File: config.mk
export PLATFORM = sky130hd
export DESIGN_NAME = eeprom_config_autoload
export DESIGN_NICKNAME = d
export VERILOG_FILES = /design/src/logic/byte_fifo.v /design/src/logic/eeprom_config_autoload.v
export VERILOG_INCLUDE_DIRS = /design/src /design/src/logic
export SDC_FILE = /design/constraint.sdc
export NUM_CORES = 1
export LEC_CHECK = 0
export BUFFER_PORTS_ARGS = -buffer_cell sky130_fd_sc_hd__buf_4
export CORE_ASPECT_RATIO = 1.1
export CORE_UTILIZATION = 45
export DETAILED_ROUTE_END_ITERATION = 7
export PLACE_DENSITY = 0.7
export RECOVER_POWER = 50
export REMOVE_ABC_BUFFERS = 1
export SYNTH_ARGS = -nofsm -noshare
export SYNTH_HDL_FRONTEND = slang
export SYNTH_SLANG_ARGS = --single-unit
export TNS_END_PERCENT = 50
File: constraint.sdc
create_clock -name clock -period 6.4 [get_ports clock]
set_input_delay 0.32 -clock clock [delete_from_list [all_inputs] [get_ports clock]]
set_output_delay 0.32 -clock clock [all_outputs]
set_load 0.02 [all_outputs]
File: src/logic/eeprom_loader_defines.vh
// Constants for the EEPROM configuration autoloader: offsets, fields and timing.
`ifndef EEPROM_LOADER_DEFINES_VH
`define EEPROM_LOADER_DEFINES_VH
`define SIGNATURE_WORD      16'h1516
`define ADDR_SIGNATURE_LO   8'h00
`define ADDR_SIGNATURE_HI   8'h01
`define ADDR_REGION         8'h02
`define ADDR_MISC           8'h03
`define REGION_LSB          1
`define REGION_GROUP1       4'h0
`define REGION_GROUP2       4'h1
`define REGION_GROUP3       4'h3
`define REGION_GROUP4       4'h7
`define STOP_GROUP1         8'h0B
`define STOP_GROUP2         8'h67
`define STOP_GROUP3         8'hAF
`define STOP_GROUP4         8'hD7
`define MISC_ISA_WP_BIT     0
`define CFG_BRIDGE_CTRL     12'h03E
`define ISA_ENABLE_BIT      2
`define EXT_ADDR_FIRST      8'h50
`define EXT_ADDR_LAST       8'h67
`define EXT_PAIR_LEN        8'h06
`define CFG_EXT_ADDR        12'h0E0
`define CFG_EXT_DATA        12'h0E4
`define DEVICE_ADDR         7'h50
`define SCL_FREQ_HZ         100000
`define CLK_FREQ_HZ         40000000
`define SCL_QUARTER_CYCLES  ((`CLK_FREQ_HZ + 4 * `SCL_FREQ_HZ - 1) / (4 * `SCL_FREQ_HZ))
`endif

File: src/logic/byte_fifo.v
// Synchronous FIFO with valid/ready on both sides.
`timescale 1ns/1ps
module byte_fifo #(
  parameter WIDTH = 8,
  parameter DEPTH = 16,
  parameter AW    = 4
) (
  // Clock and reset.
  input  wire             clock,
  input  wire             reset_n,
  // Fill side.
  input  wire             inValid,
  output wire             inReady,
  input  wire [WIDTH-1:0] inData,
  // Drain side.
  output wire             outValid,
  input  wire             outReady,
  output wire [WIDTH-1:0] outData
);
  reg [WIDTH-1:0] mem [0:DEPTH-1];
  reg [AW-1:0]    wrPtr_r;
  reg [AW-1:0]    rdPtr_r;
  reg [AW:0]      count_r;
  wire            doWrite;
  wire            doRead;

  // Full and empty come from the occupancy count, so they are exact.
  assign inReady  = (count_r != DEPTH[AW:0]);
  assign outValid = (count_r != {(AW+1){1'b0}});
  assign outData  = mem[rdPtr_r];
  assign doWrite  = inValid & inReady;
  assign doRead   = outValid & outReady;

  // Storage array has no reset; only pointers and count need a defined start.
  always @(posedge clock) begin
    if (doWrite) begin
      mem[wrPtr_r] <= inData;
    end
  end

  // Pointer and count update.
  always @(posedge clock or negedge reset_n) begin
    if (!reset_n) begin
      wrPtr_r <= {AW{1'b0}};
      rdPtr_r <= {AW{1'b0}};
      count_r <= {(AW+1){1'b0}};
    end else begin
      if (doWrite) begin
        wrPtr_r <= wrPtr_r + {{(AW-1){1'b0}}, 1'b1};
      end
      if (doRead) begin
        rdPtr_r <= rdPtr_r + {{(AW-1){1'b0}}, 1'b1};
      end
      if (doWrite && !doRead) begin
        count_r <= count_r + {{AW{1'b0}}, 1'b1};
      end else if (doRead && !doWrite) begin
        count_r <= count_r - {{AW{1'b0}}, 1'b1};
      end
    end
  end
endmodule // byte_fifo

File: src/logic/eeprom_config_autoload.v
// EEPROM autoloader that reads a two-wire memory and writes bridge configuration space.
`timescale 1ns/1ps
`include "eeprom_loader_defines.vh"

// Functional notes
// [RULE1] Load continues only when EEPROM word 0 equals the signature value.
// [RULE2] Region-enable byte 02h selects how much configuration is loaded.
// [RULE3] Region code 0000 stops at 0Bh; 0001 stops at 67h.
// [RULE4] Region code 0011 stops at AFh; 0111 stops at D7h.
// [RULE5] EEPROM must use only listed region codes; other bits are reserved.
// [RULE6] Byte 03h bit 0 makes ISA enable bit 2 of 3Eh read-only.
// [RULE7] Miscellaneous controls act only in transparent mode.
// [RULE8] EEPROM byte 09h goes to class code low byte at 09h.
// [RULE9] EEPROM bytes 0A-0Bh go to class code upper bytes 0A-0Bh.
// [RULE10] EEPROM bytes 0D-0Eh go to prefetch control at 40-41h.
// [RULE11] EEPROM bytes 22-25h go to secondary clock control A4-A7h.
// [RULE12] EEPROM 3D-48h go to three PHY tuning words at CC-D7h.
// [RULE13] Four indirect writes: address to E0-E1h, then data to E4-E7h.
// [RULE14] Byte 1Bh goes to 108h; bytes 4E-4Fh go to 109-10Ah.
// [RULE15] Byte 4Dh goes to error reporting capability at 100h.
// [RULE16] Bytes 87-8Ah go to power management control at 94-97h.
// [RULE17] Bytes 79-7Bh go to GPIO data and control at 79-7Bh.
// [RULE18] Bytes B4-B6h go to configuration offsets 0C-0Eh.
// [RULE19] Bytes B8-BBh go to bus numbers at 18-1Bh.
// [RULE20] Bytes BC-BFh go to I/O base, limit, status at 1C-1Fh.
// [RULE21] Bytes C8-CBh go to 28-2Bh; CC-CFh go to 2C-2Fh.
// [RULE22] Bytes D0-D3h go to upper-16 I/O base and limit at 30-33h.
// [RULE23] Loader is active only when both mode straps sample low.
// [RULE24] Device drives the two-wire clock as bus master.
// [RULE25] Data line is driven for address bytes, released for memory data.
// [RULE26] Fetch ascending, skip reserved bytes, hold configuration accesses until done.
// [RULE27] Failed signature or missing acknowledge leaves defaults and ends idle.
// [RULE28] Multi-byte fields land least significant byte first.
module eeprom_config_autoload #(
  parameter QUARTER = `SCL_QUARTER_CYCLES,
  parameter DEPTH   = 16
) (
  // Clock and reset.
  input  wire        clock,
  input  wire        reset_n,
  // Mode straps and bridge mode.
  input  wire        modeStrapHigh,
  input  wire        modeStrapLow,
  input  wire        transparentMode,
  // Two-wire memory pins.
  output wire        eepromSerialClock,
  input  wire        eepromSerialDataLineIn,
  output wire        eepromSerialDataLineOut,
  output wire        eepromSerialDataLineOe,
  // Configuration write port.
  output wire        cfgWrite,
  output wire [11:0] cfgAddr,
  output wire [7:0]  cfgData,
  input  wire        cfgReady,
  // Status.
  output wire        loadBusy,
  output wire        loadDone,
  output wire        loadFailed,
  output wire        isaEnableLocked
);
  localparam S_STRAP = 4'd0, S_START = 4'd1, S_SEND = 4'd2, S_ACK = 4'd3, S_RSTART = 4'd4;
  localparam S_READ = 4'd5, S_MACK = 4'd6, S_STOP = 4'd7, S_DRAIN = 4'd8, S_DONE = 4'd9, S_IDLE = 4'd10;

  reg  [3:0]  state_r;
  reg  [1:0]  phase_r;
  reg  [15:0] tick_r;
  reg  [2:0]  bitCnt_r;
  reg  [7:0]  shift_r;
  reg  [1:0]  sendIdx_r;
  reg  [7:0]  addr_r;
  reg  [7:0]  stopAt_r;
  reg  [15:0] sig_r;
  reg         sclOut_r;
  reg         sdaOe_r;
  reg         failed_r;
  reg         done_r;
  reg         isaLock_r;
  reg         strapTaken_r;
  reg  [2:0]  sdaSync_r;
  reg         sdaIn_r;
  reg  [11:0] cfgOff;
  reg         cfgHit;
  wire        tick;
  wire        fifoInReady;
  wire        fifoOutValid;
  wire [19:0] fifoOut;
  wire        pushByte;
  wire        lastByte;

  // Pin synchroniser: the filtered level changes only when stages two and three agree.
  always @(posedge clock or negedge reset_n) begin
    if (!reset_n) begin
      sdaSync_r <= 3'b111;
      sdaIn_r   <= 1'b1;
    end else begin
      sdaSync_r <= {sdaSync_r[1:0], eepromSerialDataLineIn};
      if (sdaSync_r[1] == sdaSync_r[2]) begin
        sdaIn_r <= sdaSync_r[2];
      end
    end
  end

  // Quarter-period timer for the serial clock; stalls while the FIFO is full.
  // QUARTER must be at least 3, or the filtered data line lags the sample point.
  assign tick = (tick_r == 16'h0000) && fifoInReady;
  always @(posedge clock or negedge reset_n) begin
    if (!reset_n) begin
      tick_r <= 16'h0000;
    end else if (tick_r == 16'h0000) begin
      tick_r <= fifoInReady ? QUARTER[15:0] - 16'h0001 : 16'h0000;
    end else begin
      tick_r <= tick_r - 16'h0001;
    end
  end

  // Configuration offset map for each EEPROM byte; reserved bytes are skipped.
  always @* begin
    cfgOff = 12'h000;
    cfgHit = 1'b1;
    if (addr_r == 8'h09 || addr_r == 8'h0A || addr_r == 8'h0B) begin
      cfgOff = {4'h0, addr_r}; // [RULE8] [RULE9]
    end else if (addr_r == 8'h0D || addr_r == 8'h0E) begin
      cfgOff = {4'h0, addr_r} + 12'h033; // [RULE10] [RULE28]
    end else if (addr_r == 8'h1B) begin
      cfgOff = 12'h108; // [RULE14]
    end else if (addr_r >= 8'h22 && addr_r <= 8'h25) begin
      cfgOff = {4'h0, addr_r} + 12'h082; // [RULE11]
    end else if (addr_r >= 8'h3D && addr_r <= 8'h48) begin
      cfgOff = {4'h0, addr_r} + 12'h08F; // [RULE12]
    end else if (addr_r == 8'h4D) begin
      cfgOff = 12'h100; // [RULE15]
    end else if (addr_r == 8'h4E || addr_r == 8'h4F) begin
      cfgOff = {4'h0, addr_r} + 12'h0BB; // [RULE14]
    end else if (addr_r >= `EXT_ADDR_FIRST && addr_r <= `EXT_ADDR_LAST) begin
      if (((addr_r - `EXT_ADDR_FIRST) % `EXT_PAIR_LEN) < 8'h02) begin
        cfgOff = `CFG_EXT_ADDR + {11'h000, (addr_r[0] ^ 1'b0)}; // [RULE13]
      end else begin
        cfgOff = `CFG_EXT_DATA + {4'h0, (((addr_r - `EXT_ADDR_FIRST) % `EXT_PAIR_LEN) - 8'h02)}; // [RULE13]
      end
    end else if (addr_r >= 8'h79 && addr_r <= 8'h7B) begin
      cfgOff = {4'h0, addr_r}; // [RULE17]
    end else if (addr_r >= 8'h87 && addr_r <= 8'h8A) begin
      cfgOff = {4'h0, addr_r} + 12'h00D; // [RULE16]
    end else if (addr_r >= 8'hB4 && addr_r <= 8'hB6) begin
      cfgOff = {4'h0, addr_r} - 12'h0A8; // [RULE18]
    end else if (addr_r >= 8'hB8 && addr_r <= 8'hBF) begin
      cfgOff = {4'h0, addr_r} - 12'h0A0; // [RULE19] [RULE20]
    end else if (addr_r >= 8'hC8 && addr_r <= 8'hD3) begin
      cfgOff = {4'h0, addr_r} - 12'h0A0; // [RULE21] [RULE22]
    end else begin
      cfgHit = 1'b0; // [RULE26]
    end
  end

  // A finished data byte is queued only when it has a mapped destination.
  assign lastByte = (addr_r == stopAt_r);
  assign pushByte = (state_r == S_MACK) && tick && (phase_r == 2'd0) && cfgHit && (addr_r > `ADDR_MISC);

  // Main sequencer: one random read, then sequential reads in ascending order.
  always @(posedge clock or negedge reset_n) begin
    if (!reset_n) begin
      state_r <= S_STRAP;
      phase_r <= 2'd0;
      bitCnt_r <= 3'd7;
      shift_r <= 8'h00;
      sendIdx_r <= 2'd0;
      addr_r <= 8'h00;
      stopAt_r <= `STOP_GROUP1;
      sig_r <= 16'h0000;
      sclOut_r <= 1'b1;
      sdaOe_r <= 1'b0;
      failed_r <= 1'b0;
      done_r <= 1'b0;
      isaLock_r <= 1'b0;
      strapTaken_r <= 1'b0;
    end else begin
      case (state_r)
        S_STRAP: begin
          strapTaken_r <= 1'b1;
          if (strapTaken_r) begin
            if (!modeStrapHigh && !modeStrapLow) begin
              state_r <= S_START; // [RULE23]
            end else begin
              state_r <= S_IDLE;
            end
          end
        end
        S_START: if (tick) begin
          sdaOe_r <= 1'b1; // [RULE24]
          phase_r <= phase_r + 2'd1;
          if (phase_r == 2'd1) begin
            sclOut_r <= 1'b0;
            shift_r <= {`DEVICE_ADDR, 1'b0};
            sendIdx_r <= 2'd0;
            bitCnt_r <= 3'd7;
            phase_r <= 2'd0;
            state_r <= S_SEND;
          end
        end
        S_SEND: if (tick) begin
          phase_r <= phase_r + 2'd1;
          if (phase_r == 2'd0) begin
            sdaOe_r <= ~shift_r[7]; // [RULE25]
          end else if (phase_r == 2'd1) begin
            sclOut_r <= 1'b1;
          end else if (phase_r == 2'd3) begin
            sclOut_r <= 1'b0;
            shift_r <= {shift_r[6:0], 1'b0};
            bitCnt_r <= bitCnt_r - 3'd1;
            if (bitCnt_r == 3'd0) begin
              state_r <= S_ACK;
            end
          end
        end
        S_ACK: if (tick) begin
          phase_r <= phase_r + 2'd1;
          if (phase_r == 2'd0) begin
            sdaOe_r <= 1'b0; // [RULE25]
          end else if (phase_r == 2'd1) begin
            sclOut_r <= 1'b1;
          end else if (phase_r == 2'd2 && sdaIn_r) begin
            failed_r <= 1'b1; // [RULE27]
          end else if (phase_r == 2'd3) begin
            sclOut_r <= 1'b0;
            bitCnt_r <= 3'd7;
            sendIdx_r <= sendIdx_r + 2'd1;
            if (failed_r) begin
              state_r <= S_STOP; // A refused address still ends with a stop condition. [RULE27]
            end else if (sendIdx_r == 2'd0) begin
              shift_r <= `ADDR_SIGNATURE_LO;
              state_r <= S_SEND;
            end else if (sendIdx_r == 2'd1) begin
              state_r <= S_RSTART;
            end else begin
              state_r <= S_READ;
            end
          end
        end
        S_RSTART: if (tick) begin
          phase_r <= phase_r + 2'd1;
          if (phase_r == 2'd0) begin
            sdaOe_r <= 1'b0;
          end else if (phase_r == 2'd1) begin
            sclOut_r <= 1'b1;
          end else if (phase_r == 2'd2) begin
            sdaOe_r <= 1'b1;
          end else begin
            sclOut_r <= 1'b0;
            shift_r <= {`DEVICE_ADDR, 1'b1};
            state_r <= S_SEND;
          end
        end
        S_READ: if (tick) begin
          phase_r <= phase_r + 2'd1;
          if (phase_r == 2'd0) begin
            sdaOe_r <= 1'b0; // [RULE25]
          end else if (phase_r == 2'd1) begin
            sclOut_r <= 1'b1;
          end else if (phase_r == 2'd2) begin
            shift_r <= {shift_r[6:0], sdaIn_r};
          end else begin
            sclOut_r <= 1'b0;
            bitCnt_r <= bitCnt_r - 3'd1;
            if (bitCnt_r == 3'd0) begin
              state_r <= S_MACK;
            end
          end
        end
        S_MACK: if (tick) begin
          phase_r <= phase_r + 2'd1;
          if (phase_r == 2'd0) begin
            sdaOe_r <= ~lastByte; // Master acknowledge, or not on the last byte.
            if (addr_r == `ADDR_SIGNATURE_LO) begin
              sig_r[7:0] <= shift_r; // [RULE28]
            end else if (addr_r == `ADDR_SIGNATURE_HI) begin
              sig_r[15:8] <= shift_r;
              if ({shift_r, sig_r[7:0]} != `SIGNATURE_WORD) begin
                failed_r <= 1'b1; // [RULE1] [RULE27]
                stopAt_r <= `ADDR_SIGNATURE_HI;
                sdaOe_r <= 1'b0;
              end else begin
                stopAt_r <= `ADDR_MISC;
              end
            end else if (addr_r == `ADDR_REGION) begin
              // Undefined region codes fall back to the shortest load.
              case (shift_r[`REGION_LSB+3:`REGION_LSB]) // [RULE2] [RULE5]
                `REGION_GROUP2: stopAt_r <= `STOP_GROUP2; // [RULE3]
                `REGION_GROUP3: stopAt_r <= `STOP_GROUP3; // [RULE4]
                `REGION_GROUP4: stopAt_r <= `STOP_GROUP4; // [RULE4]
                default: stopAt_r <= `STOP_GROUP1; // [RULE3]
              endcase
            end else if (addr_r == `ADDR_MISC) begin
              isaLock_r <= shift_r[`MISC_ISA_WP_BIT] & transparentMode; // [RULE6] [RULE7]
            end
          end else if (phase_r == 2'd1) begin
            sclOut_r <= 1'b1;
          end else if (phase_r == 2'd3) begin
            sclOut_r <= 1'b0;
            bitCnt_r <= 3'd7;
            addr_r <= addr_r + 8'h01; // [RULE26]
            state_r <= (lastByte || failed_r) ? S_STOP : S_READ;
          end
        end
        S_STOP: if (tick) begin
          phase_r <= phase_r + 2'd1;
          if (phase_r == 2'd0) begin
            sdaOe_r <= 1'b1;
          end else if (phase_r == 2'd1) begin
            sclOut_r <= 1'b1;
          end else if (phase_r == 2'd2) begin
            sdaOe_r <= 1'b0;
          end else begin
            state_r <= S_DRAIN;
          end
        end
        S_DRAIN: begin
          if (!fifoOutValid) begin
            state_r <= S_DONE;
          end
        end
        S_DONE: begin
          done_r <= 1'b1; // [RULE26]
          state_r <= S_IDLE;
        end
        default: begin
          done_r <= 1'b1;
        end
      endcase
    end
  end

  // Bytes wait here for the configuration port, which may hold them off.
  byte_fifo #(
    .WIDTH (20),
    .DEPTH (DEPTH),
    .AW    (4)
  ) u_fifo (
    .clock    (clock),
    .reset_n  (reset_n),
    .inValid  (pushByte),
    .inReady  (fifoInReady),
    .inData   ({cfgOff, shift_r}),
    .outValid (fifoOutValid),
    .outReady (cfgReady),
    .outData  (fifoOut)
  );

  // Outputs.
  assign eepromSerialClock       = sclOut_r; // [RULE24]
  assign eepromSerialDataLineOut = 1'b0;
  assign eepromSerialDataLineOe  = sdaOe_r;
  assign cfgWrite                = fifoOutValid;
  assign cfgAddr                 = fifoOut[19:8];
  assign cfgData                 = fifoOut[7:0];
  assign loadBusy                = ~done_r; // [RULE26]
  assign loadDone                = done_r;
  assign loadFailed              = failed_r;
  assign isaEnableLocked         = isaLock_r;
endmodule // eeprom_config_autoload

# --- After elaboration in Yosys (flattened, before gate mapping) ---
# Memories as Yosys holds them, arrays and structs flattened.
# Index checks and enable logic that the tools add are counted.
classes:
  n_reduce_logical: 60
  n_mul: 0
  mux: 174
  n_eq_ne: 86
  n_bitwise: 11
  add_sub_neg: 20
  shift: 0
  order_cmp: 18
  n_div: 1
ops:
  columns: ["operator", "n"]
  rows:
  - ["$mux 8", 23]
  - ["$mux 12", 13]
  - ["$mux 4", 32]
  - ["$ne 2x2->1 const B", 39]
  - ["$mux 1", 60]
  - ["$mux 3", 20]
  - ["$eq 8x4->1 const B", 5]
  - ["$pmux 4 s10", 1]
  - ["$pmux 8 s5", 1]
  - ["$ge 8x8->1 const B", 4]
  - ["$le 8x8->1 const B", 4]
  - ["$reduce_and 32->1", 1]
  - ["$reduce_and 14->1", 2]
  - ["$add 8x8->9 const B", 3]
  - ["$eq 8x7->1 const B", 3]
  - ["$le 8x7->1 const B", 3]
  - ["$mux 2", 12]
  - ["$pmux 8 s3", 1]
  - ["$reduce_and 22->1", 1]
  - ["$eq 4x3->1 const B", 5]
  - ["$reduce_bool 5->1", 4]
  - ["$ne 2x1->1 const B", 9]
  - ["$ne 3x3->1 const B", 6]
  - ["$reduce_and 18->1", 1]
  - ["other kinds (63)", 117]
totals:
  register_bits: 82
  input_bits: 7
  n_memories: 1
  mem_bits_ro: 0
  mem_bits_rw: 320
  word_cells: 391
  latchBits: 0
  output_inout_bits: 28
mem_list:
  columns: ["name", "depth", "word_bits", "read_ports", "rd_ports_with_merged_regs", "write_ports", "line", "text"]
  rows:
  - ["u_fifo.mem", 16, 20, 1, 0, 1, "byte_fifo.v:20", "reg [WIDTH-1:0] mem [0:DEPTH-1];"]

# --- Depth between registers and ports, before layout ---
# Gate-level depths: netlist of the first run.
depth:
  word_depth: 22
  depth_mapped: 25
  mapped_depth_nobuf: 20

# --- By module ---
# From an unflattened synthesis of the first run, not the netlist that was laid out.
hier_totals:
  cells_unflattened: 1527
  area_unflattened_um2: 19690.1
by_module_without_submodules:
  columns: ["mod", "area_per_inst_um2", "instances", "seq_area_each_um2", "cells_per_inst"]
  rows:
  - ["byte_fifo", 13065.0, 1, 9934.5, 662]
  - ["eeprom_config_autoload", 6625.1, 1, 1714.1, 865]

# --- Worst setup path after synthesis of the first run ---
# No wires, ideal clock.
synth_path:
  path_type: "register to register"
  from: "register addr_r[5]"
  to: "memory u_fifo.mem[0][12], data pin"
  synth_period_minus_slack_ns: 6.049
  arrival_ns: 5.657
  t_required_ns: 6.008
  slack_ns: 0.351
  setup_time_ns: 0.392
  stages_incl_launch_ff: 25
  n_path_buf: 4
  cell_sequence: "dfrtp_1 -> clkbuf_1 -> clkinv_1 -> ha_1 -> buf_2 -> inv_2 -> or3_1 -> a21oi_1 -> nor3_2 -> or2_0 -> clkbuf_1 -> a2bb2oi_1 -> and2_1 -> ha_1 -> inv_1 -> nor2_1 -> nand3_1 -> nor3_1 -> a211o_1 -> or3_1 -> buf_6 -> nor2_1 -> nor2_1 -> xnor2_1 -> o41ai_1"
synth_via:
  elab_chain_len: 15
  word_cells_on_any_way: 56
  cone_classes: "add/sub: 3; div: 1; order compare: 17; eq/ne: 9; mux: 14; reduce/logical: 12"
synth_lines:
  columns: ["element", "line", "text"]
  rows:
  - ["start: declaration", "eeprom_config_autoload.v:70", "reg [7:0] addr_r;"]
  - ["start signal: assignment", "eeprom_config_autoload.v:300", "addr_r <= addr_r + 8'h01;"]
  - ["parallel branches: the longest is 14 deep, another holds $add 8x8->9", null, null]
  - ["$mux 12 (*)", "eeprom_config_autoload.v:120", "if (addr_r == 8'h09 || addr_r == 8'h0A || addr_r == 8'h0B) begin"]
  - ["net cfgOff[4]", "eeprom_config_autoload.v:81", "reg [11:0] cfgOff;"]
  - ["end: declaration", "byte_fifo.v:20", null]
# Mark *: on every way through the listed nets, which the timed path passes.

# --- Worst setup path after layout of the first run ---
layout_path:
  from: "register addr_r[5]"
  to: "memory u_fifo.mem[3][11], data pin"
# The elaborated chain is that of the path after synthesis.

==> impl_results.rst, run 1 <==
.. list-table::
   :header-rows: 1

   * - Metric
     - Value
   * - Clock buffer count from CTS
     - 38
   * - Count of buffers inserted at the top-level ports
     - 33
   * - HPWL Detailed
     - 25800 um
   * - Sink Count
     - around 370
   * - Hold-critical path endpoint
     - u_fifo.rdPtr_r[2]
   * - Total detailed-routing wirelength
     - 42100 um
   * - Sequential fraction of the synthesis area
     - 0.597
   * - Die area
     - 40600 um^2
   * - Number of placement rows
     - 76
   * - Data required time at the worst endpoint
     - 6.52 ns
   * - Effective utilization at floorplan
     - 0.457
   * - Largest net degree at the start of global routing
     - 82
   * - Post-synthesis cell count
     - about 1300
   * - Largest voltage drop on the vdd net
     - 0.234 mV
   * - Insertion delay of the later-clocked pin in the worst-skew pair
     - 0.55 ns
   * - Post-layout min period
     - approximately 5.7 ns
   * - Placeable Area
     - slightly below 40000 um^2
   * - R2R depth
     - 17
   * - Average size of a mapped cell
     - 13.7 um^2
   * - Rel. slew slack
     - -1.99
   * - Setup CP Type
     - reg2reg
   * - Startpoint of the lowest-slack hold path
     - cfgReady
   * - Final routed DRC violation total
     - 0
   * - Number of diodes added for antenna fixing
     - 0
   * - Commonest cells after routing, fill and taps aside
     - edfxtp_1 (288), nand2_1 (111), mux4_2 (90)
   * - Run status
     - finished with violations
   * - Crit Reg-Reg Endpoint
     - u_fifo.mem[3][11]
   * - Capturing element type of the critical path
     - flop
   * - Final ANT Viol Nets
     - 0
   * - Total overflow reported by the global router
     - 0
   * - Number of global-route vias before repair
     - 11374
   * - DIE HEIGHT
     - ~210 um
   * - Worst reg2reg setup slack
     - 0.66 ns
   * - Clock transition at path regs
     - approximately 0.060 ns
   * - Hold/Removal Path Class
     - in2reg
   * - Slowest cell delay on critical path
     - about 0.56 ns
   * - Cell mode on critical path
     - ha_1
   * - Critical path fanouts, max
     - 16
   * - Cell area after layout
     - around 20000 um^2
   * - Pre-Repair DR Iteration Count
     - 5
   * - Die span in x
     - 192 um
   * - Startpoint type of the worst setup path
     - flop
   * - Peak Freq
     - 174 MHz
   * - Final sum of negative setup slack
     - 0 ns
   * - Top-level I/O count
     - 35
   * - Setup Fix Bufs, Post-CTS
     - 0
   * - Power per Cell Area
     - 238 nW/um^2
   * - All-layer global routing usage
     - 0.214
   * - Hold violation count in the final report
     - 0
   * - Async set-reset flop share out of synthesis
     - 0.220
   * - Maximum root-to-sink buffer count
     - 3
   * - Number of distinct library cells after synthesis
     - 97
   * - Routability Congestion
     - 0.910
   * - Flip-flop and latch count after synthesis
     - 369
   * - Chain of cells forming the critical path
     - clkinv_1 > ha_1 > nor2_4 > xnor2_1 > o31a_1 > a32o_2 > or2_1 > a2bb2oi_1 > and2_1 > ha_1 > or4_4 > a2111oi_4 > nor3_2 > o31ai_4 > o21ai_0 > o2111ai_1 > nand3_1
   * - TritonCTS clock tree
     - done
   * - Number of H-tree branching levels
     - 2
   * - Final setup fails
     - 0
   * - Max Transition Viols Final
     - 160
   * - Number of cells on the worst hold path
     - 3
   * - Drt via density
     - 6.00
   * - Clock root buffer
     - clkbuf_16
   * - Max-Cap Viols
     - 3
   * - Area post-placement
     - 18800 um^2
   * - Syn-to-layout area delta
     - 11.5%
   * - Share of cells above drive strength 1
     - 0.176
   * - Combined area of all synthesized cells
     - between 15000 and 20000 um^2
   * - Most common library cell in the layout ignoring fill and taps
     - edfxtp_1
   * - Routed wire per std cell
     - between 20 and 25 um
   * - Number of enable-type register cells in the synthesized netlist
     - 288
   * - Slew at the pin with the worst max-slew slack
     - 4.48 ns
   * - Period Utilization, post-route
     - 0.897
   * - # nets final
     - 1396
   * - Fill cell total of the finished layout
     - 3300
   * - Leading register cell type out of synthesis
     - edfxtp_1
   * - Max stage delay cell, worst path
     - or4_4
   * - Clk_skew
     - ~0.024 ns
   * - Global-route wire length before repair
     - 66100 um
   * - Data arrival at the endpoint of the critical path
     - 5.87 ns
   * - Antenna violations before repair
     - 0
   * - Leakage dissipation
     - 6.07 nW
   * - DRC marker count from the first detailed-route iteration
     - ~1200
   * - Unrepaired setup endpoints after global routing
     - false
   * - Via count of the routed design
     - about 11000
   * - Yosys Warn Count
     - 0
   * - Worst reg2reg startpoint
     - addr_r[5]
   * - Violations in the final reports
     - capacitance limit, slew limit
through the flow:
step	hold WS (ns)	setup slack [ns]	utilization	instances	power [W]
final	0.0482	0.656	0.509	1884	0.00474
after global routing	0.0628	0.139	0.509	1884	0.00488
after CTS	0.0291	0.380	0.512	1884	0.00479
after detailed placement	0.351	0.407	0.481	1812	0.00262
after global placement	0.347	0.666	0.481	1812	0.00262
after floorplan	0.0244	0.345	-	1225	0.00261
final cells by class:
type                       count  area (um^2)  share of cell area
timing repair buffer          82          553              0.0277
sequential                   369        10700               0.536
tap                          507          634              0.0318
clock buffer                  45          998              0.0501
multi-input combinational    819         6710               0.336
inverter                      37          139             0.00696
clock inverter                25          224              0.0112
synth_stat cells (24+ instances only):
cell	number	area share
nand3_1	30	0.0084
a21oi_1	59	0.017
nand2_1	111	0.023
and2_1	24	0.0084
ha_1	41	0.029
o21ai_0	77	0.022
xnor2_1	44	0.022
inv_1	32	0.0067
dfrtp_1	71	0.099
nor2_1	86	0.018
clkbuf_1	50	0.010
nor3_1	25	0.0070
edfxtp_1	288	0.48
mux4_2	90	0.11
routing by layer:
metal | wire [um] | global-route usage | vias to the layer above | share of wire
met1 | 17500 | 0.290 | 5726 | 0.42
met4 | 958 | 0.0633 | 0 | 0.023
met3 | 2770 | 0.0307 | 70 | 0.066
met5 | 0 | 0 | - | 0
met2 | 20900 | 0.358 | 432 | 0.50
li1 | - | - | 5084 | -
timing repair:
item / in CTS / in global routing
resized for setup: 0 / 4
hold buffers: 2 / 0
endpoints found under the hold margin: 5 / 0
setup endpoints to repair: 0 / 59
state kept, by name, summed over array words and instances (netlist names), 4 cells and up:
name,count
u_fifo.mem,288
stopAt_r,7
u_fifo.rdPtr_r,4
u_fifo.count_r,5
addr_r,8
sig_r,8
state_r,4
u_fifo.wrPtr_r,4
shift_r,8
tick_r,16
cell families after synthesis:
| kind of cell | synth area share |
|---|---|
| flip-flops | 0.597 |
| AND/OR/NAND/NOR | 0.0981 |
| AO/OA/AOI/OAI | 0.0961 |
| buffers and inverters | 0.0275 |
| multiplexers | 0.122 |
| XOR/XNOR | 0.0285 |
| adder cells (fa/ha/maj) | 0.0304 |
| other | 0.000210 |
worst max-delay path by stage:
stage	startpoint	endpoint	slack, ns	cells after the start
finish	addr_r[5]	u_fifo.mem[3][11]	0.66	17
global route	addr_r[5]	u_fifo.mem[11][11]	0.14	20
CTS	addr_r[5]	u_fifo.mem[9][16]	0.38	16
detailed placement	addr_r[5]	u_fifo.mem[15][16]	0.41	16
global placement	addr_r[5]	u_fifo.mem[12][16]	0.67	16
floorplan	addr_r[4]	u_fifo.mem[0][12]	0.35	20
report_power, final:
group | switching [W] | internal (W)
logic | 0.0000122 | 0.00000400
registers | 0.00000121 | 0.00256
clock network | 0.000923 | 0.00125
total | 0.000937 | 0.00381
worst max-delay path, delay by kind of cell (launching register included):
| family | cells | cell delay [ns] |
|---|---|---|
| flops | 1 | 0.35 |
| buf+inv | 1 | 0.32 |
| xor+xnor | 1 | 0.11 |
| fa+ha+maj | 2 | 0.74 |
| simple gates | 6 | 1.83 |
| compound gates | 7 | 1.97 |
Power figures use the tool's default switching activity.
==> run 2: changes to the inputs <==
- CTS_CLUSTER_DIAMETER: default -> 60
- SYNTH_HIERARCHICAL: default -> 1
==> run 2 against run 1 <==
  * The run still ends with capacitance limit, slew limit left
  * Critical path type is now reg2out
  * Largest power group unchanged
  * Core utilization hardly changed
  * Largest cell class unchanged
  * Clock skew is 0.0064 ns higher
  * First-iteration DRC count is 0.77% higher
  * Highest routed layer unchanged
==> impl_results.rst, run 2 <==
.. list-table::
   :header-rows: 1

   * - Metric
     - Value
   * - Run status
     - finished with violations
   * - Violations in the final reports
     - capacitance limit, slew limit
   * - Pre-Repair DR Iteration Count
     - 5
   * - Setup Fix Bufs, Post-CTS
     - 0
   * - Hold-critical path endpoint
     - u_fifo/rdPtr_r[2]
   * - Sequential fraction of the synthesis area
     - 0.592
   * - CP bufs+invs
     - 2
   * - Number of H-tree branching levels
     - 2
   * - Final setup fails
     - 0
   * - Clock root buffer
     - clkbuf_16
   * - Most frequent cells after synthesis
     - edfxtp_1 (320), nand2_1 (131), nor2_1 (102), mux2i_1 (84), o21ai_0 (83)
   * - Flip-flop count of the largest register after layout
     - 320
   * - Largest voltage drop on the vdd net
     - 0.172 mV
   * - Number of cells on the worst hold path
     - 3
   * - Number of placement rows
     - 80
   * - Hold violation count in the final report
     - 0
   * - Async set-reset flop share out of synthesis
     - 0.202
   * - Power per Cell Area
     - 238 nW/um^2
   * - Register with the highest flop count
     - u_fifo/mem
   * - Hold/Removal Path Class
     - in2reg
   * - Routed wire per std cell
     - 21.9 um
   * - TritonCTS clock tree
     - done
   * - Number of global-route vias before repair
     - 13064
   * - Top-level I/O count
     - 35
   * - Unrepaired setup endpoints after global routing
     - false
   * - Busiest grt layer
     - met2
   * - Largest regs
     - u_fifo/mem: 320 flops, tick_r: 16 flops
   * - Placeable Area
     - 43200 um^2
   * - # nets final
     - 1639
   * - DIE HEIGHT
     - 221 um
   * - Effective utilization at floorplan
     - 0.455
   * - Critical path fanouts, max
     - 53
   * - Met1 Use GR
     - 0.291
   * - Startpoint type of the worst setup path
     - flop
   * - Largest net degree at the start of global routing
     - 82
   * - Final ANT Viol Nets
     - 0
   * - Insertion delay of the later-clocked pin in the worst-skew pair
     - 0.56 ns
   * - Capturing element type of the critical path
     - output pin
   * - Chain of cells forming the critical path
     - clkbuf_2 > mux2i_1 > a221oi_1 > o21ai_0 > nand2_1 > clkbuf_1
   * - Max Transition Viols Final
     - 217
   * - Placed cells
     - 2115
   * - Most common library cell in the layout ignoring fill and taps
     - edfxtp_1
   * - Syn-to-layout area delta
     - 11.9%
   * - Fin cells
     - 2195
   * - Drt via density
     - about 6.0
   * - Leakage dissipation
     - 6.81 nW
   * - Crit Reg-Reg Endpoint
     - u_fifo/mem[15][16]
   * - Area post-placement
     - 20800 um^2
   * - Die area
     - 44600 um^2
   * - Setup CP Type
     - reg2out
   * - Leading register cell type out of synthesis
     - edfxtp_1
   * - Category of cells accounting for the largest share of critical-path delay
     - flip-flops
   * - Clock buffer count from CTS
     - 43
   * - Clk_skew
     - between 0.03 and 0.04 ns
   * - Period Utilization, post-route
     - 0.915
   * - Peak Freq
     - approximately 170 MHz
   * - Worst reg2reg setup slack
     - 0.60 ns
   * - Slowest cell delay on critical path
     - 2.43 ns
   * - Met2 layer usage reported by global route
     - 0.362
   * - Clock transition at path regs
     - 0.06 ns
   * - HPWL Detailed
     - 30500 um
   * - Slew at the pin with the worst max-slew slack
     - 4.40 ns
   * - Share of the synthesized area in the top cell type
     - 0.488
   * - Number of distinct library cells after synthesis
     - a little over 100
   * - Post-layout min period
     - just under 6 ns
   * - Sink Count
     - 401
   * - Max stage delay cell, worst path
     - dfrtp_1
   * - Total overflow reported by the global router
     - 0
   * - R2R depth
     - 20
   * - Die span in x
     - 201 um
   * - Routability Congestion
     - 0.930
   * - Max-Cap Viols
     - 4
   * - Maximum root-to-sink buffer count
     - 3
   * - Data required time at the worst endpoint
     - just over 6 ns
   * - Commonest cells after routing, fill and taps aside
     - edfxtp_1 (320), nand2_1 (131), nor2_1 (93)
   * - Cell type with the highest aggregate area in the netlist
     - edfxtp_1
   * - Final sum of negative setup slack
     - 0 ns
   * - Via count of the routed design
     - approximately 13000
   * - Antenna violations before repair
     - 0
   * - Total detailed-routing wirelength
     - between 40000 and 50000 um
   * - Data arrival at the endpoint of the critical path
     - 5.54 ns
   * - Post-synthesis cell count
     - approximately 1500
   * - DRC marker count from the first detailed-route iteration
     - 1180
   * - Number of enable-type register cells in the synthesized netlist
     - 320
   * - Yosys Warn Count
     - 6
   * - All-layer global routing usage
     - 0.218
   * - Largest cells by area after synthesis
     - edfxtp_1 (49%), dfrtp_1 (9.0%), mux4_2 (4.6%)
   * - Combined area of all synthesized cells
     - 19700 um^2
   * - Flip-flop and latch count after synthesis
     - 401
   * - Average size of a mapped cell
     - 12.9 um^2
   * - Count of buffers inserted at the top-level ports
     - 33
   * - Rel. slew slack
     - -1.93
   * - Number of diodes added for antenna fixing
     - 0
   * - Worst reg2reg startpoint
     - addr_r[4]
   * - Most common cell in the netlist
     - edfxtp_1
   * - Share of cells above drive strength 1
     - 0.150
   * - Final routed DRC violation total
     - 0
   * - Cell area after layout
     - between 20000 and 25000 um^2
   * - Global-route track usage on met3
     - 0.0315
   * - Global-route wire length before repair
     - between 70000 and 80000 um
   * - Startpoint of the lowest-slack hold path
     - cfgReady
[run 2: repair_timing]
action | 4_1_cts | 5_1_grt
endpoints found under the hold margin | 73 | 0
setup endpoints to repair | 0 | 48
hold buffers | 3 | 0
resized for setup | 0 | 3
[run 2: cells by family after synthesis]
kind of cell               after synthesis  share of synthesized area
buffers and inverters                  135                     0.0335
DFF                                    401                      0.592
muxes                                  134                     0.0942
xor gates and xnor gates                61                     0.0283
adders and majority gates               46                     0.0292
AOI/OAI and AO/OA                      356                      0.128
other                                    1                   0.000190
and+or+nand+nor                        393                     0.0949
[run 2: worst reg2reg max path, stage by stage (launching register included)]
cell	delay, ns
dfrtp_1	0.34
buf_4	0.35
ha_1	0.30
nand2b_1	0.15
and3_4	0.22
o31ai_1	0.60
a31oi_1	0.17
o21ai_0	0.21
nand4_1	0.25
a32oi_1	0.38
and2_1	0.19
and3_1	0.27
mux2i_1	0.23
ha_1	0.25
xnor2_1	0.12
inv_1	0.07
ha_1	0.22
a21boi_4	0.08
a31oi_1	0.24
nor4_1	0.11
nor4_4	0.75
[run 2: area by class of cell]
cell class              instances  area [um^2]
fillers                      3711        21200
flip-flops and latches        401        11600
well taps                     574          718
repair buffers                107          686
multi-input cells             991         7430
clock buffers                  51         1130
clock inverters                26          256
inverters                      45          169
[run 2: where the power goes]
part	switching [W]	leakage (nW)	internal, W	total [W]
registers	0.00000154	3.26	0.00278	0.00279
logic	0.0000119	2.87	0.00000396	0.0000159
clock network	0.00101	0.681	0.00143	0.00243
total	0.00102	6.81	0.00422	0.00524
[run 2: stage by stage]
step | hold slack (ns) | power (W) | worst slack, ns | util
floorplan | 0.0244 | 0.00284 | 0.428 | -
finish | 0.0737 | 0.00524 | 0.543 | 0.510
global route | 0.0516 | 0.00538 | 0.0486 | 0.510
global placement | 0.347 | 0.00285 | 0.608 | 0.480
detailed placement | 0.356 | 0.00286 | 0.383 | 0.480
CTS | 0.0421 | 0.00528 | 0.365 | 0.513
[run 2: per-layer routing]
| layer | wire length (um) | share of wire | vias to the layer above |
|---|---|---|---|
| met4 | 1690 | 0.035 | 0 |
| met1 | 20100 | 0.42 | 6638 |
| met3 | 2740 | 0.057 | 109 |
| li1 | - | - | 6006 |
| met5 | 0 | 0 | - |
| met2 | 23700 | 0.49 | 440 |
[run 2: worst max-delay path by stage]
stage                                  from                 end  slack (ns)  cells after the start
after floorplan                   addr_r[4]   u_fifo/mem[0][16]        0.43                     20
after global placement            addr_r[4]  u_fifo/mem[15][16]        0.61                     21
after detailed placement          addr_r[4]  u_fifo/mem[15][16]        0.38                     21
after CTS                         addr_r[4]  u_fifo/mem[15][16]        0.37                     20
after global routing              addr_r[4]  u_fifo/mem[15][16]        0.05                     20
final                     u_fifo/rdPtr_r[0]          cfgData[2]        0.54                      6
==> run 3: changes to the inputs <==
- ABC_AREA: default -> 1
==> run 3 against run 2 <==
  * The flow finishes with violations (DRC, capacitance limit, slew limit)
  * Clock power increased by 8%
  * First-iteration DRC count increased by 20%
  * Worst hold slack got worse by 0.017 ns
  * Die area increased by 5.0%
  * Flip-flop and latch count unchanged
  * Via count increased by 22%
  * Final area increased by 5.2%
  * Sequential power increased by 5%
  * Global-route usage increased by 1.3 points
  * Fmax increased by 5.1%
  * Highest routed layer unchanged
==> impl_results.rst, run 3 <==
.. list-table::
   :header-rows: 1

   * - Metric
     - Value
   * - Run status
     - finished with violations
   * - Violations in the final reports
     - DRC, capacitance limit, slew limit
   * - Worst reg2reg setup slack
     - 0.83 ns
   * - Critical path fanouts, max
     - 23
   * - Die area
     - 46800 um^2
   * - Switching power of the nets
     - 0.00261 W
   * - Maximum root-to-sink buffer count
     - 3
   * - Routed length on met3
     - 2840 um
   * - Yosys Warn Count
     - 6
   * - Pre-Repair DR Iteration Count
     - 8
   * - Average size of a mapped cell
     - 8.77 um^2
   * - Worst reg2reg startpoint
     - addr_r[4]
   * - Clock buffer count from CTS
     - 44
   * - All-layer global routing usage
     - 0.232
   * - Clock transition at path regs
     - 0.06 ns
   * - Commonest cells after routing, fill and taps aside
     - nand2_1 (727), edfxtp_1 (320), inv_1 (291)
   * - Post-layout min period
     - 5.58 ns
   * - Die span in x
     - 206 um
   * - Top routing layer in use
     - met4
   * - Unrepaired setup endpoints after global routing
     - false
   * - Antenna violations before repair
     - 0
   * - Clk_skew
     - 0.0313 ns
   * - Pwr Total
     - 0.00759 W
   * - Startpoint type of the worst setup path
     - flop
   * - Clock share of power
     - 0.345
   * - Number of placement rows
     - between 80 and 90
   * - Leakage dissipation
     - 10.2 nW
   * - Peak Freq
     - between 150 and 200 MHz
   * - Largest voltage drop on the vdd net
     - 0.203 mV
   * - Power share of the sequential group
     - 0.385
   * - Async set-reset flop share out of synthesis
     - 0.202
   * - Final sum of negative setup slack
     - 0 ns
   * - Total detailed-routing wirelength
     - 53400 um
   * - Placeable Area
     - 45500 um^2
   * - Most frequent cells after synthesis
     - nand2_1 (727), edfxtp_1 (320), inv_1 (291), nor2_1 (260), nand3_1 (196)
   * - Total overflow reported by the global router
     - 0
   * - Routed wire per std cell
     - 17.6 um
   * - Most common library cell in the layout ignoring fill and taps
     - nand2_1
   * - Design internal power
     - 0.00498 W
   * - Wire length on met2
     - 26500 um
   * - Area post-placement
     - 21800 um^2
   * - Quantity of hold-fixing buffers added after cts
     - 3
   * - Number of global-route vias before repair
     - between 15000 and 20000
   * - Post-CTS resize count
     - 0
   * - Count of buffers inserted at the top-level ports
     - 33
   * - Worst setup slack after placement
     - between 0.9 and 1 ns
   * - Hold/Removal Path Class
     - in2reg
   * - Combined area of all synthesized cells
     - between 20000 and 25000 um^2
   * - Sequential fraction of the synthesis area
     - 0.563
   * - Rel. slew slack
     - -1.68
   * - DIE HEIGHT
     - about 230 um
   * - Global-route wire length before repair
     - 83800 um
   * - Power per Cell Area
     - 327 nW/um^2
   * - Largest net degree at the start of global routing
     - 98
   * - Setup CP Type
     - reg2out
   * - Number of H-tree branching levels
     - 2
   * - Start point of the critical path
     - u_fifo/rdPtr_r[1]
   * - Routability Congestion
     - 0.966
   * - Number of distinct library cells after synthesis
     - 57
   * - Final ANT Viol Nets
     - 0
   * - Largest regs
     - u_fifo/mem: 320 flops, tick_r: 16 flops
   * - Post-synthesis cell count
     - about 2400
   * - Number of diodes added for antenna fixing
     - 0
   * - R2R depth
     - 35
   * - Share of the synthesized area in the top cell type
     - 0.464
   * - Hold-critical path endpoint
     - isaEnableLocked
   * - Top-level I/O count
     - 35
   * - Sink Count
     - 401
   * - Insertion delay of the later-clocked pin in the worst-skew pair
     - 0.57 ns
   * - Syn-to-layout area delta
     - 12.0%
   * - Final WS setup
     - 0.825 ns
   * - Via count of the routed design
     - 16044
   * - Final routed DRC violation total
     - 3
   * - DRC marker count from the first detailed-route iteration
     - 1417
   * - Data required time at the worst endpoint
     - 6.08 ns
   * - Largest cells by area after synthesis
     - edfxtp_1 (46%), nand2_1 (13%), dfrtp_1 (8.6%)
   * - Number of enable-type register cells in the synthesized netlist
     - 320
   * - Flip-flop and latch count after synthesis
     - 401
   * - Register with the highest flop count
     - u_fifo/mem
   * - Crit Reg-Reg Endpoint
     - u_fifo/mem[2][16]
   * - Share of cells above drive strength 1
     - 0.0805
   * - Flip-flop count of the largest register after layout
     - 320
   * - Capturing element type of the critical path
     - output pin
   * - Most common cell in the netlist
     - nand2_1
   * - M1 wire length
     - 22200 um
   * - Effective utilization at floorplan
     - 0.455
   * - HPWL Detailed
     - 34100 um
   * - Drt via density
     - 5.29
   * - Share of power burned in combinational logic
     - 0.271
   * - TritonCTS clock tree
     - done
   * - Setup Fix Bufs, Post-CTS
     - 0
   * - Final setup fails
     - 0
   * - Number of cells on the worst hold path
     - 3
   * - Cell area after layout
     - 23200 um^2
   * - Clock root buffer
     - clkbuf_16
   * - Hold violation count in the final report
     - 0
   * - Leading register cell type out of synthesis
     - edfxtp_1
   * - # nets final
     - 2462
   * - Slew at the pin with the worst max-slew slack
     - 4.02 ns
   * - Data arrival at the endpoint of the critical path
     - 5.26 ns
   * - Max-Cap Viols
     - 3
   * - Post-layout utilization of the core
     - 0.510
   * - Max Transition Viols Final
     - 148
   * - Fraction of power spent switching nets
     - 0.344
   * - Startpoint of the lowest-slack hold path
     - transparentMode
   * - Period Utilization, post-route
     - 0.871
   * - Cell type with the highest aggregate area in the netlist
     - edfxtp_1
==> run 3: cell count changes after synthesis, moves of 21 or more <==
cell / delta
a22oi_1: -22
xnor2_1: -38
buf_2: +24
a21oi_1: -27
nor2_1: +158
mux2i_1: -83
clkbuf_1: -25
nand2_2: +21
inv_1: +251
nand2_1: +596
nand3_1: +167
a221oi_1: -43
mux4_2: -40
==> run 3: critical path, cell delays in order, from the launching register on <==
cell and delay (ns):
dfrtp_1 1.07, clkbuf_1 1.21, inv_1 0.95, clkbuf_1 0.67
nand3_1 0.25, nand3_1 0.11, nand2_1 0.10, nand2_1 0.12
clkbuf_1 0.20
==> run 3: worst max-delay path by stage <==
| stage | end | slack [ns] | cells past startpoint |
|---|---|---|---|
| after floorplan | cfgAddr[10] | 0.25 | 6 |
| after global placement | u_fifo/mem[5][16] | 1.22 | 37 |
| after detailed placement | u_fifo/mem[4][16] | 0.90 | 37 |
| after CTS | u_fifo/mem[2][16] | 0.89 | 37 |
| after global routing | u_fifo/mem[12][16] | 0.17 | 36 |
| final | cfgAddr[6] | 0.82 | 8 |
==> run 3: area by class of cell <==
type | count | area [um^2]
sequential | 401 | 11700
multi-input combinational | 1571 | 7550
fill | 4136 | 22300
clock buffer | 52 | 1140
timing repair buffer | 86 | 581
clock inverter | 29 | 367
tap | 588 | 736
inverter | 308 | 1160
==> run 3: kinds of logic (layout without fill, tap and decap cells) <==
logic type,count (synthesis),count (layout),synth area share
adder cells (fa/ha/maj),44,44,0.0268
flip-flops,401,401,0.563
multiplexers,4,4,0.00212
buffers and inverters,388,475,0.0740
XOR/XNOR,40,40,0.0169
AO/OA/AOI/OAI,186,186,0.0524
AND/OR/NAND/NOR,1296,1296,0.265
other,1,1,0.000181
==> run 3: layer usage <==
layer / track usage / vias to the layer above
met1: 0.296 / 7574
li1: - / 7785
met3: 0.0273 / 137
met5: 0 / -
met4: 0.0878 / 0
met2: 0.400 / 548
==> run 3: power by group through the flow <==
stage / logic [W] / registers (W) / clock network, W
after global placement: 0.00211 / 0.00297 / 0
final: 0.00205 / 0.00292 / 0.00262
after global routing: 0.00231 / 0.00293 / 0.00276
after floorplan: 0.00143 / 0.00304 / 0
after CTS: 0.00217 / 0.00292 / 0.00266
after detailed placement: 0.00215 / 0.00297 / 0
==> run 3: metrics by stage <==
| step | hold slack (ns) | instances |
|---|---|---|
| floorplan | 0.0244 | 2280 |
| detailed placement | 0.143 | 2951 |
| global route | 0.0737 | 3035 |
| global placement | 0.141 | 2951 |
| CTS | 0.0257 | 3035 |
| finish | 0.0563 | 3035 |
